## src/inc/ccdet_map.vh

```
// register offsets, field positions, reset values and timing counts of the exposure block
`ifndef CCDET_MAP_VH
`define CCDET_MAP_VH

// ==========================================================
// register offsets (byte addresses, host register port)
`define CCDET_WR_COMMAND      6'h00
`define CCDET_WR_TIMER_LOW    6'h04
`define CCDET_WR_VBIN         6'h08
`define CCDET_RD_COMMAND      6'h20
`define CCDET_RD_TIMER_LOW    6'h24
`define CCDET_RD_VBIN         6'h28

// ==========================================================
// command register bit positions
`define CCDET_CMD_DRIFT_SCAN   0
`define CCDET_CMD_START_EXPO   1
`define CCDET_CMD_SHUT_FORCE   2
`define CCDET_CMD_CTRL_RESET   3
`define CCDET_CMD_LINE_CACHE   4
`define CCDET_CMD_TRIG_ENABLE  5
`define CCDET_CMD_STOP_FLUSH   6
`define CCDET_CMD_SHUT_ENABLE  7
`define CCDET_CMD_COOL_RAMP    8
`define CCDET_CMD_DONE_READ    9
`define CCDET_CMD_TIMER_LOAD   10
`define CCDET_CMD_NEXT_LINE    11
`define CCDET_CMD_START_FLUSH  12
`define CCDET_CMD_FOCUS        13
`define CCDET_CMD_LONG_CABLE   14
`define CCDET_CMD_COOL_ENABLE  15

// ==========================================================
// vertical binning register fields
`define CCDET_VBIN_TMR_HI_MSB  3
`define CCDET_VBIN_TMR_HI_LSB  0
`define CCDET_VBIN_COUNT_MSB   13
`define CCDET_VBIN_COUNT_LSB   8

// ==========================================================
// reset values
`define CCDET_COMMAND_RESET    16'h0000
`define CCDET_TIMER_RESET      20'h00000
`define CCDET_VBIN_RESET       6'h00

// ==========================================================
// timing: timer step and clock period, in nanoseconds
`define CCDET_TICK_NS          10000000
`define CCDET_CLK_PERIOD_NS    5
`define CCDET_TICK_CYCLES      (`CCDET_TICK_NS / `CCDET_CLK_PERIOD_NS)

`endif

```

## src/verilog/ccdet_fall_detect.v

```verilog
// one-cycle pulses on every 1-to-0 transition of a register's bits
`timescale 1ns/1ps
`default_nettype none

module ccdet_fall_detect #(
   parameter WIDTH = 16
) (
   // clock and reset
   input  wire             clock_in,
   input  wire             rst_b_in,
   // level in, pulses out
   input  wire [WIDTH-1:0] level_in,
   output wire [WIDTH-1:0] fall_out
);

   reg [WIDTH-1:0] prev_q;
   reg [WIDTH-1:0] fall_q;

   genvar i;
   generate
      for (i = 0; i < WIDTH; i = i + 1) begin : g_bit
         always @(posedge clock_in or negedge rst_b_in) begin
            if (!rst_b_in) begin
               prev_q[i] <= 1'b0;
               fall_q[i] <= 1'b0;
            end else begin
               prev_q[i] <= level_in[i];
               fall_q[i] <= prev_q[i] & ~level_in[i];
            end
         end
      end
   endgenerate

   assign fall_out = fall_q;

endmodule

`default_nettype wire

```

## src/verilog/ccdet_tick_gen.v

```verilog
// divider that makes the hundredth-second enable pulse for the exposure timer
`timescale 1ns/1ps
`default_nettype none

module ccdet_tick_gen #(
   parameter CYCLES = 2000000,
   parameter CW     = 24
) (
   // clock and reset
   input  wire clock_in,
   input  wire rst_b_in,
   // control
   input  wire restart_in,
   output reg  tick_out
);

   // the terminal count is cut to the counter width on purpose
   localparam integer  LAST_I = CYCLES - 1;
   localparam [CW-1:0] LAST   = LAST_I[CW-1:0];

   reg [CW-1:0] count_q;

   // restart aligns the first step to a full period after exposure start
   always @(posedge clock_in or negedge rst_b_in) begin
      if (!rst_b_in) begin
         count_q  <= {CW{1'b0}};
         tick_out <= 1'b0;
      end else if (restart_in) begin
         count_q  <= {CW{1'b0}};
         tick_out <= 1'b0;
      end else if (count_q == LAST) begin
         count_q  <= {CW{1'b0}};
         tick_out <= 1'b1;
      end else begin
         count_q  <= count_q + {{(CW-1){1'b0}}, 1'b1};
         tick_out <= 1'b0;
      end
   end

endmodule

`default_nettype wire

```

## src/verilog/ccdet_top.v

```verilog
// command register, exposure timer and binning register with the exposure/line sequencer
// ==========================================================
// Notes on behaviour
// - command bit 0 enables drift scan only when the firmware supports it.
// - bit 1 falling starts exposure, then row skip, then first line digitize.
// - bit 2 set forces shutter open; clearing it only drops the force.
// - bit 3 falling resets the control logic.
// - bit 5 set lets an external trigger start exposure; host clears otherwise.
// - bit 6 falling stops continuous flushing.
// - bit 7 decides whether shutter opens while the timer runs.
// - bit 8 set ramps the cooler toward ambient at a controlled rate.
// - bit 9 falling acknowledges that the host read the current line.
// - timer loads only with bit 10 set and does not run while set.
// - bit 11 falling acquires the next line.
// - bit 12 falling starts continuous flushing of the sensor.
// - bit 13 set selects the faster lower quality subframe readout.
// - bit 14 selects cable timing, 0 short, 1 long.
// - bit 15 set regulates temperature; clear lets the head drift to ambient.
// - exposure timer is 20 bits in hundredth-second steps.
// - timer low 16 bits from timer register, upper 4 from binning bits 3:0.
// - reading the timer register returns the present running value.
// - binning register bits 13:8 hold vertical binning 0 to 63.
`timescale 1ns/1ps
`default_nettype none
`include "ccdet_map.vh"

module ccdet_top #(
   parameter TICK_CYCLES          = `CCDET_TICK_CYCLES,
   parameter DRIFT_SCAN_SUPPORTED = 1
) (
   // clock and reset
   input  wire        clock_in,
   input  wire        rst_b_in,
   // host register port
   input  wire [5:0]  reg_addr_in,
   input  wire        reg_wr_in,
   input  wire [15:0] reg_wdata_in,
   input  wire        reg_rd_in,
   output reg  [15:0] reg_rdata_out,
   output reg         reg_rvalid_out,
   // external trigger pin
   input  wire        ext_trigger_in,
   // readout engine handshake
   output wire        row_skip_req_out,
   input  wire        row_skip_done_in,
   output wire        line_req_out,
   input  wire        line_done_in,
   output wire        line_ready_out,
   output wire        line_ack_out,
   output wire        flush_active_out,
   output wire        exposing_out,
   output wire        ctrl_reset_out,
   // level controls to the head
   output wire        shutter_open_out,
   output wire        drift_scan_out,
   output wire        line_cache_out,
   output wire        cooler_ramp_out,
   output wire        cooler_regulate_out,
   output wire        focus_mode_out,
   output wire        long_cable_out,
   output wire [5:0]  vbin_count_out,
   output wire [19:0] timer_value_out
);

   // ==========================================================
   // sequencer states
   localparam [2:0] ST_IDLE   = 3'h0;
   localparam [2:0] ST_FLUSH  = 3'h1;
   localparam [2:0] ST_EXPOSE = 3'h2;
   localparam [2:0] ST_SKIP   = 3'h3;
   localparam [2:0] ST_LINE   = 3'h4;
   localparam [2:0] ST_READY  = 3'h5;
   localparam [2:0] ST_ACKED  = 3'h6;

   localparam [19:0] TIMER_ONE = 20'h00001;

   // ==========================================================
   // registers and wires
   reg  [15:0] cmd_q;
   reg  [19:0] timer_q;
   reg  [19:0] timer_d;
   reg  [5:0]  vbin_q;
   reg  [2:0]  state_q;
   reg  [2:0]  state_d;
   reg         skip_req_q;
   reg         skip_req_d;
   reg         line_req_q;
   reg         line_req_d;
   reg         line_ack_q;
   reg         ctrl_reset_q;
   reg         trig_meta_q;
   reg         trig_sync_q;
   reg         trig_prev_q;
   reg         tick_restart;
   wire [15:0] cmd_fall;
   wire        tick;
   wire        trig_rise;
   wire        wr_cmd;
   wire        wr_tlow;
   wire        wr_vbin;
   wire        timer_load_en;
   wire        start_expo;
   wire        start_line;
   wire        start_flush;
   wire        stop_flush;
   wire        done_read;
   wire        reset_ctrl;

   // ==========================================================
   // register writes
   assign wr_cmd  = reg_wr_in && (reg_addr_in == `CCDET_WR_COMMAND);
   assign wr_tlow = reg_wr_in && (reg_addr_in == `CCDET_WR_TIMER_LOW);
   assign wr_vbin = reg_wr_in && (reg_addr_in == `CCDET_WR_VBIN);

   assign timer_load_en = cmd_q[`CCDET_CMD_TIMER_LOAD];

   always @(posedge clock_in or negedge rst_b_in) begin
      if (!rst_b_in) begin
         cmd_q <= `CCDET_COMMAND_RESET;
      end else if (wr_cmd) begin
         cmd_q <= reg_wdata_in;
      end
   end

   // binning count is stored on every write; bits 7:4 and 15:14 are not kept
   always @(posedge clock_in or negedge rst_b_in) begin
      if (!rst_b_in) begin
         vbin_q <= `CCDET_VBIN_RESET;
      end else if (wr_vbin) begin
         vbin_q <= reg_wdata_in[`CCDET_VBIN_COUNT_MSB:`CCDET_VBIN_COUNT_LSB];
      end
   end

   // ==========================================================
   // falling-edge detection of every command bit
   ccdet_fall_detect #(
      .WIDTH (16)
   ) u_fall (
      .clock_in (clock_in),
      .rst_b_in (rst_b_in),
      .level_in (cmd_q),
      .fall_out (cmd_fall)
   );

   assign start_expo  = cmd_fall[`CCDET_CMD_START_EXPO];
   assign reset_ctrl  = cmd_fall[`CCDET_CMD_CTRL_RESET];
   assign stop_flush  = cmd_fall[`CCDET_CMD_STOP_FLUSH];
   assign done_read   = cmd_fall[`CCDET_CMD_DONE_READ];
   assign start_line  = cmd_fall[`CCDET_CMD_NEXT_LINE];
   assign start_flush = cmd_fall[`CCDET_CMD_START_FLUSH];

   // ==========================================================
   // external trigger: two-flop synchroniser, edge taken after it
   always @(posedge clock_in or negedge rst_b_in) begin
      if (!rst_b_in) begin
         trig_meta_q <= 1'b0;
         trig_sync_q <= 1'b0;
         trig_prev_q <= 1'b0;
      end else begin
         trig_meta_q <= ext_trigger_in;
         trig_sync_q <= trig_meta_q;
         trig_prev_q <= trig_sync_q;
      end
   end

   // a held trigger line starts only one exposure
   assign trig_rise = trig_sync_q & ~trig_prev_q & cmd_q[`CCDET_CMD_TRIG_ENABLE];

   // ==========================================================
   // hundredth-second step
   ccdet_tick_gen #(
      .CYCLES (TICK_CYCLES),
      .CW     (24)
   ) u_tick (
      .clock_in   (clock_in),
      .rst_b_in   (rst_b_in),
      .restart_in (tick_restart),
      .tick_out   (tick)
   );

   // ==========================================================
   // sequencer next state
   always @* begin
      state_d      = state_q;
      skip_req_d   = 1'b0;
      line_req_d   = 1'b0;
      tick_restart = 1'b0;
      case (state_q)
         ST_IDLE, ST_FLUSH, ST_READY, ST_ACKED: begin
            if (start_expo || (trig_rise && (state_q == ST_IDLE || state_q == ST_FLUSH))) begin
               state_d      = ST_EXPOSE;
               tick_restart = 1'b1;
            end else if (start_line && state_q != ST_FLUSH) begin
               state_d    = ST_LINE;
               line_req_d = 1'b1;
            end else if (start_flush && state_q != ST_FLUSH) begin
               state_d = ST_FLUSH;
            end else if (stop_flush && state_q == ST_FLUSH) begin
               state_d = ST_IDLE;
            end else if (done_read && state_q == ST_READY) begin
               state_d = ST_ACKED;
            end
         end
         ST_EXPOSE: begin
            // the step divider is held while loading so a step never lands mid-load
            if (timer_load_en) begin
               tick_restart = 1'b1;
            end else if (timer_q == `CCDET_TIMER_RESET) begin
               state_d    = ST_SKIP;
               skip_req_d = 1'b1;
            end
         end
         ST_SKIP: begin
            if (row_skip_done_in) begin
               state_d    = ST_LINE;
               line_req_d = 1'b1;
            end
         end
         ST_LINE: begin
            if (line_done_in) begin
               state_d = ST_READY;
            end
         end
         default: begin
            state_d = ST_IDLE;
         end
      endcase
   end

   // ==========================================================
   // sequencer state and handshake flops
   always @(posedge clock_in or negedge rst_b_in) begin
      if (!rst_b_in) begin
         state_q      <= ST_IDLE;
         skip_req_q   <= 1'b0;
         line_req_q   <= 1'b0;
         line_ack_q   <= 1'b0;
         ctrl_reset_q <= 1'b0;
      end else if (reset_ctrl) begin
         state_q      <= ST_IDLE;
         skip_req_q   <= 1'b0;
         line_req_q   <= 1'b0;
         line_ack_q   <= 1'b0;
         ctrl_reset_q <= 1'b1;
      end else begin
         state_q      <= state_d;
         skip_req_q   <= skip_req_d;
         line_req_q   <= line_req_d;
         line_ack_q   <= done_read && (state_q == ST_READY);
         ctrl_reset_q <= 1'b0;
      end
   end

   // ==========================================================
   // exposure timer: load, hold and count down
   always @* begin
      timer_d = timer_q;
      if (timer_load_en) begin
         if (wr_tlow) begin
            timer_d[15:0] = reg_wdata_in;
         end
         if (wr_vbin) begin
            timer_d[19:16] = reg_wdata_in[`CCDET_VBIN_TMR_HI_MSB:`CCDET_VBIN_TMR_HI_LSB];
         end
      end else if (state_q == ST_EXPOSE && tick && timer_q != `CCDET_TIMER_RESET) begin
         timer_d = timer_q - TIMER_ONE;
      end
   end

   // a control reset stops the count but keeps the value the timer has reached
   always @(posedge clock_in or negedge rst_b_in) begin
      if (!rst_b_in) begin
         timer_q <= `CCDET_TIMER_RESET;
      end else begin
         timer_q <= timer_d;
      end
   end

   // ==========================================================
   // register reads, one cycle after the strobe
   always @(posedge clock_in or negedge rst_b_in) begin
      if (!rst_b_in) begin
         reg_rdata_out  <= 16'h0000;
         reg_rvalid_out <= 1'b0;
      end else begin
         reg_rvalid_out <= reg_rd_in;
         if (reg_rd_in) begin
            case (reg_addr_in)
               `CCDET_RD_COMMAND: begin
                  reg_rdata_out <= cmd_q;
               end
               `CCDET_RD_TIMER_LOW: begin
                  reg_rdata_out <= timer_q[15:0];
               end
               `CCDET_RD_VBIN: begin
                  reg_rdata_out <= {2'h0, vbin_q, 4'h0, timer_q[19:16]};
               end
               default: begin
                  reg_rdata_out <= 16'h0000;
               end
            endcase
         end
      end
   end

   // ==========================================================
   // outputs
   assign row_skip_req_out = skip_req_q;
   assign line_req_out     = line_req_q;
   assign line_ready_out   = (state_q == ST_READY);
   assign line_ack_out     = line_ack_q;
   assign flush_active_out = (state_q == ST_FLUSH);
   assign exposing_out     = (state_q == ST_EXPOSE) && !timer_load_en;
   assign ctrl_reset_out   = ctrl_reset_q;

   // override wins; otherwise the shutter follows the enable only while timing
   assign shutter_open_out = cmd_q[`CCDET_CMD_SHUT_FORCE] |
                             (exposing_out & cmd_q[`CCDET_CMD_SHUT_ENABLE]);

   // without drift-scan support the bit is stored but never reaches the head
   assign drift_scan_out      = (DRIFT_SCAN_SUPPORTED != 0) & cmd_q[`CCDET_CMD_DRIFT_SCAN];
   assign line_cache_out      = cmd_q[`CCDET_CMD_LINE_CACHE];
   assign cooler_ramp_out     = cmd_q[`CCDET_CMD_COOL_RAMP];
   assign cooler_regulate_out = cmd_q[`CCDET_CMD_COOL_ENABLE];
   assign focus_mode_out      = cmd_q[`CCDET_CMD_FOCUS];
   assign long_cable_out      = cmd_q[`CCDET_CMD_LONG_CABLE];
   assign vbin_count_out      = vbin_q;
   assign timer_value_out     = timer_q;

endmodule

`default_nettype wire
```

## config.mk

```make
export PLATFORM = sky130hd
export DESIGN_NAME = ccdet_top
export DESIGN_NICKNAME = d
export VERILOG_FILES = /design/src/verilog/ccdet_fall_detect.v /design/src/verilog/ccdet_tick_gen.v /design/src/verilog/ccdet_top.v
export VERILOG_INCLUDE_DIRS = /design/src /design/src/inc
export SDC_FILE = /design/constraint.sdc
export NUM_CORES = 1
export LEC_CHECK = 0
export BUFFER_PORTS_ARGS = -buffer_cell sky130_fd_sc_hd__buf_2
export CORE_MARGIN = 10
export CORE_UTILIZATION = 55
export DETAILED_ROUTE_END_ITERATION = 7
export PLACE_DENSITY = 0.78
export SETUP_SLACK_MARGIN = 0.1
export SYNTH_ARGS = -nofsm -noshare
export SYNTH_HDL_FRONTEND = slang
export SYNTH_SLANG_ARGS = --single-unit
```

## constraint.sdc

```tcl
create_clock -name clock_in -period 3.18 [get_ports clock_in]
set_clock_uncertainty 0.2 [all_clocks]
set_input_delay 0 -clock clock_in [delete_from_list [all_inputs] [get_ports clock_in]]
set_output_delay 0 -clock clock_in [all_outputs]
set_load 0.01 [all_outputs]
```

# Yosys cells after proc, flatten, opt, wreduce, memory -nomap -nowiden
# Index checks and enable logic that the tools add are counted.
# word_totals
register_bits,106
inputBits,29
out_inout_bits,57
word_cells,124
# classes
add_sub_neg,2
eq_ne,20
muxes,34
n_bitwise,17
reduce_logical,23
# ops
cell,n
24-bit two-way mux,2
16-bit case mux with 3 select lines,1
20-bit two-way mux,2
3-bit two-way mux,10
"24-bit by 1-bit adder with 24-bit output, second input constant",1
"24-bit by 21-bit equality test with 1-bit output, second input constant",1
20-bit logical NOT,1
20-bit nonzero test,1
"20-bit by 1-bit subtractor with 20-bit output, second input constant",1
"6-bit equality test, second input constant",3
16-bit two-way mux,1
1-bit two-way mux,14
"3-bit by 2-bit inequality test with 1-bit output, second input constant",4
3-bit case mux with 4 select lines,1
1-bit logical AND,11
1-bit AND,9
"3-bit equality test, second input constant",3
"7-bit by 6-bit inequality test with 1-bit output, second input constant",1
1-bit NOT,7
"3-bit by 2-bit equality test with 1-bit output, second input constant",2
"6-bit by 3-bit equality test with 1-bit output, second input constant",1
"6-bit by 4-bit equality test with 1-bit output, second input constant",1
6-bit logical NOT,1
5-bit AND reduction,1
12 further kinds,16

# Longest topological paths before layout
# depth
depth_word,9
ltp_mapped,8
ltp_nobuf,7

# Cells and area by module
# A second synthesis with hierarchy kept.
# hier_totals
cells_unflattened,599
area_unflattened_um2,6129.6
# by_module_without_submodules
module,n_inst,cells_per_inst,area_per_inst_um2,seq_area_each_um2
ccdet_top,1,408,3788.6,1726.7
ccdet_tick_gen,1,143,1320.0,625.6
ccdet_fall_detect,1,48,1021.0,800.8

# Worst setup path after synthesis
# No wires, ideal clock.
# synth_path
path_kind,flip-flop to flip-flop
start,register timer_q[4] (netlist: timer_value_out[4])
end,register timer_q[18] (netlist: timer_value_out[18])
setup_ps,129
arrival_time_ps,2069
setup_slack_ps,781
path_stages_with_launch,8
path_buffers,2
synth_period_minus_slack_ps,2399
cell_sequence,dfrtp_1 buf_2 or4_4 nor4_4 a21oi_2 buf_2 a311oi_1 nor3_1
# synth_between
elab_chain_len,4
elab_cells_between_ends,7
# synth_rtl
item,line_no,text
start: declaration,ccdet_top.v:80,reg [19:0] timer_q;
start signal: assignment,ccdet_top.v:273,timer_q <= `CCDET_TIMER_RESET;
start signal: assignment,ccdet_top.v:275,timer_q <= timer_d;
branches (longest 4 deep; another with 20-bit by 1-bit subtractor with 20-bit output),--,
# Parallel ways; which one is timed is not known. The select of a mux whose other input is x is not followed.
# A chain may end at the register's enable or synchronous reset.

# Worst setup path after layout
# layout_path
start,register timer_q[4] (netlist: timer_value_out[4])
end,register timer_q[8] (netlist: timer_value_out[8])
# Same word-level chain as after synthesis.

==> results.json <==
{
  "die_h_um": 118,
  "syn_avg_cell_area_um2": 9.79,
  "r2r_cells": 6,
  "gr-usage-all-layers_pct": 21.2,
  "cts_sinks": 106,
  "whs_ps": 8.87,
  "via_count": 4729,
  "power_density_mw_per_mm2": 529,
  "ys_top_cells_by_area": "dfrtp_1 (50%), nor2_1 (5.0%), mux2_2 (4.6%)",
  "cp.arrival_ps": 2810,
  "r2r-start": "timer_value_out[4]",
  "dp_hpwl_um": 10700,
  "startpoint_type": "flip-flop",
  "status": "completed",
  "post-cts-setup-buffer-count": 0,
  "synth_cell_type_count": 58,
  "cts_tree": "done",
  "final_common_cell": "dfrtp_1",
  "htreeDepth": 3,
  "synth_fa_ha_area_share_pct": 0.704,
  "topRoutingLayerUsed": "met4",
  "hold_viol": 0,
  "drtAntennaViolNets": 0,
  "synth_compound_area_share_pct": 13.1,
  "multi_input_area_mm2": 0.00251,
  "cp_num_buf_inv": 1,
  "final_net_count": 673,
  "holdCritPathClass": "in -> async",
  "crit_slowest_cell": "or4_4",
  "end_kind": "flip-flop",
  "mostFrequentLayoutCells": "dfrtp_1 (106), buf_2 (84), nor2_1 (71), nand2_1 (41), a21oi_1 (32)",
  "path_class": "reg -> reg",
  "pin_count": 86,
  "slew_headroom_pct": 29.5,
  "critPathTopFamily": "simple AND/OR/NAND/NOR gates",
  "grt_pass1_vias": 4744,
  "clk_pin_slew_worst_paths_ps": 110,
  "setup_viol_count_final": 0,
  "synthSimpleGateAreaFrac_pct": 22.6,
  "worstPathRequired_ps": 3230,
  "total_leakage_power_nw": 3.00,
  "cpPeakStageDelay_ps": 600,
  "grt_overflow": 0,
  "start_util_pct": 57.2,
  "drcViolationCount": 0,
  "seq_area_frac_synth_pct": 49.7,
  "fillers": 733,
  "drtIter0Drc": 555,
  "firstDrtPassIters": 5,
  "wirelength_um": 15100,
  "place_congestion": 0.966,
  "crit_fanout": 22,
  "ys_ff_latch": 106,
  "port_buffers": 85,
  "die-area_mm2": 0.0140,
  "synthArstFlopShare_pct": 100,
  "grt_pass1_wl_um": 24600,
  "fp-row-count": 35,
  "drive_above_1_share_pct": 21.8,
  "yosysWarnings": 0,
  "finalSetupTns_ps": 0,
  "period_share_pct": 86.9,
  "synth_top_area_cell": "dfrtp_1",
  "postSynthCellCount": 545,
  "fin_crit_ps": 2760,
  "worstMarginPinSlew_ps": 1060,
  "startpoint": "timer_value_out[4]",
  "syn_to_final_growth_pct": 17.7,
  "wl_met1_um": 6180,
  "routed_via_density": 6.10,
  "ir_drop_mv": 0.360,
  "fin_ws_ps": 417,
  "fin_area_mm2": 0.00628,
  "regToRegSetupSlack_ps": 420,
  "grt_setup_unrepaired": "no",
  "cts_buffers": 9,
  "synth-xor-area-share_pct": 3.78,
  "synthFlopType": "dfrtp_1",
  "synth_top_family_by_area": "simple AND/OR/NAND/NOR gates",
  "max_freq_mhz": 362,
  "drv_slew": 0,
  "crit_path_end": "timer_value_out[8]",
  "dr_wl_met2_um": 7340,
  "synthMuxAreaShare_pct": 6.90,
  "grt_max_degree": 57,
  "dp_slack_ps": 546,
  "register_area_mm2": 0.00265,
  "place_area_mm2": 0.00589,
  "synth_edf_count": 0,
  "synth.cell_area_mm2": 0.00533,
  "antenna_cells": 0,
  "drv_cap": 0,
  "cp.depth": 6,
  "synth_top_area_share_pct": 49.7,
  "clk_latency_ps": 380,
  "cts_root_buf": "clkbuf_8",
  "worstReg2RegEnd": "timer_value_out[8]",
  "antenna_found_initial": 0,
  "syn_nets": 577,
  "die_w_um": 118,
  "routed-wl-met3_um": 1100,
  "crit_path_cell_trace": "or4_4 -> nor4_4 -> a21oi_2 -> nor2_1 -> buf_4 -> a211oi_1",
  "routedWlPerCell_um": 19.4,
  "cts_buffer_depth": 2,
  "core_mm2": 0.00933
}
-- registers in the layout (all words and copies together), names as in the netlist --
register,cells
cmd_q,16
ctrl_reset_out,1
line_ack_out,1
line_req_out,1
reg_rdata_out,16
reg_rvalid_out,1
row_skip_req_out,1
state_q,3
timer_value_out,20
trig_meta_q,1
trig_prev_q,1
trig_sync_q,1
u_fall.fall_out,6
u_fall.prev_q,6
u_tick.count_q,24
u_tick.tick_out,1
vbin_count_out,6
-- synthesized netlist by cell type (all sizes together), types with 11 or more instances --
cell type and number:
inv 16, dfrtp 106, nand2 41, nand4 11
mux2i 12, clkbuf 24, mux2 22, xor2 16
nand3 16, nor3 26, a21oi 33, nor2 71
o22ai 12, nor2b 11
-- how the worst min path moves through the flow --
stage                    from                 end  slack (ps)  cells after the start
2_1_floorplan        rst_b_in            cmd_q[0]        -500                      0
3_3_place_gp         rst_b_in  u_tick.count_q[21]        -120                      1
3_5_place_dp         rst_b_in  u_tick.count_q[21]        -120                      1
4_1_cts        reg_addr_in[3]   vbin_count_out[5]          10                      4
5_1_grt              rst_b_in  u_tick.count_q[21]          30                      2
6_report             rst_b_in  u_tick.count_q[21]           9                      2
-- through the flow --
step	power [mW]	utilization [%]	instances
after floorplan	2.20	-	545
after global placement	2.48	63.2	739
after detailed placement	2.52	63.2	739
after CTS	3.33	67.3	775
after global routing	3.52	67.3	775
final	3.32	67.3	775
-- final cells by class --
cell class	instances	share of cell area [%]
Clock buffer	9	1.97
Clock inverter	7	0.977
Inverter	16	0.957
Multi-Input combinational cell	394	40.0
Sequential cell	106	42.3
Tap cell	129	2.57
Timing Repair Buffer	114	11.3
-- power by group --
| part | leakage (nW) | total (mW) | internal, mW | switching [mW] |
|---|---|---|---|---|
| registers | 1.41 | 1.62 | 1.48 | 0.140 |
| clock network | 0.0936 | 0.797 | 0.300 | 0.497 |
| logic | 1.50 | 0.899 | 0.374 | 0.526 |
-- per-layer routing --
layer | vias up | track usage [%]
li1 | 2170 | -
met1 | 2299 | 26.1
met2 | 215 | 34.6
met3 | 45 | 5.71
met4 | 0 | 8.40
met5 | - | 0
-- cell families after synthesis --
kind of cell    Yosys count
compound gates          104
xor+xnor                 23
fa+ha+maj                 3
buf+inv                  45
flops                   106
mux                      34
simple gates            230
-- repair_timing --
item / CTS / global route
hold buffers: 20 / 0
gates resized for setup: 0 / 0
endpoints found under the hold margin: 167 / 0
Power figures use the tool's default switching activity.
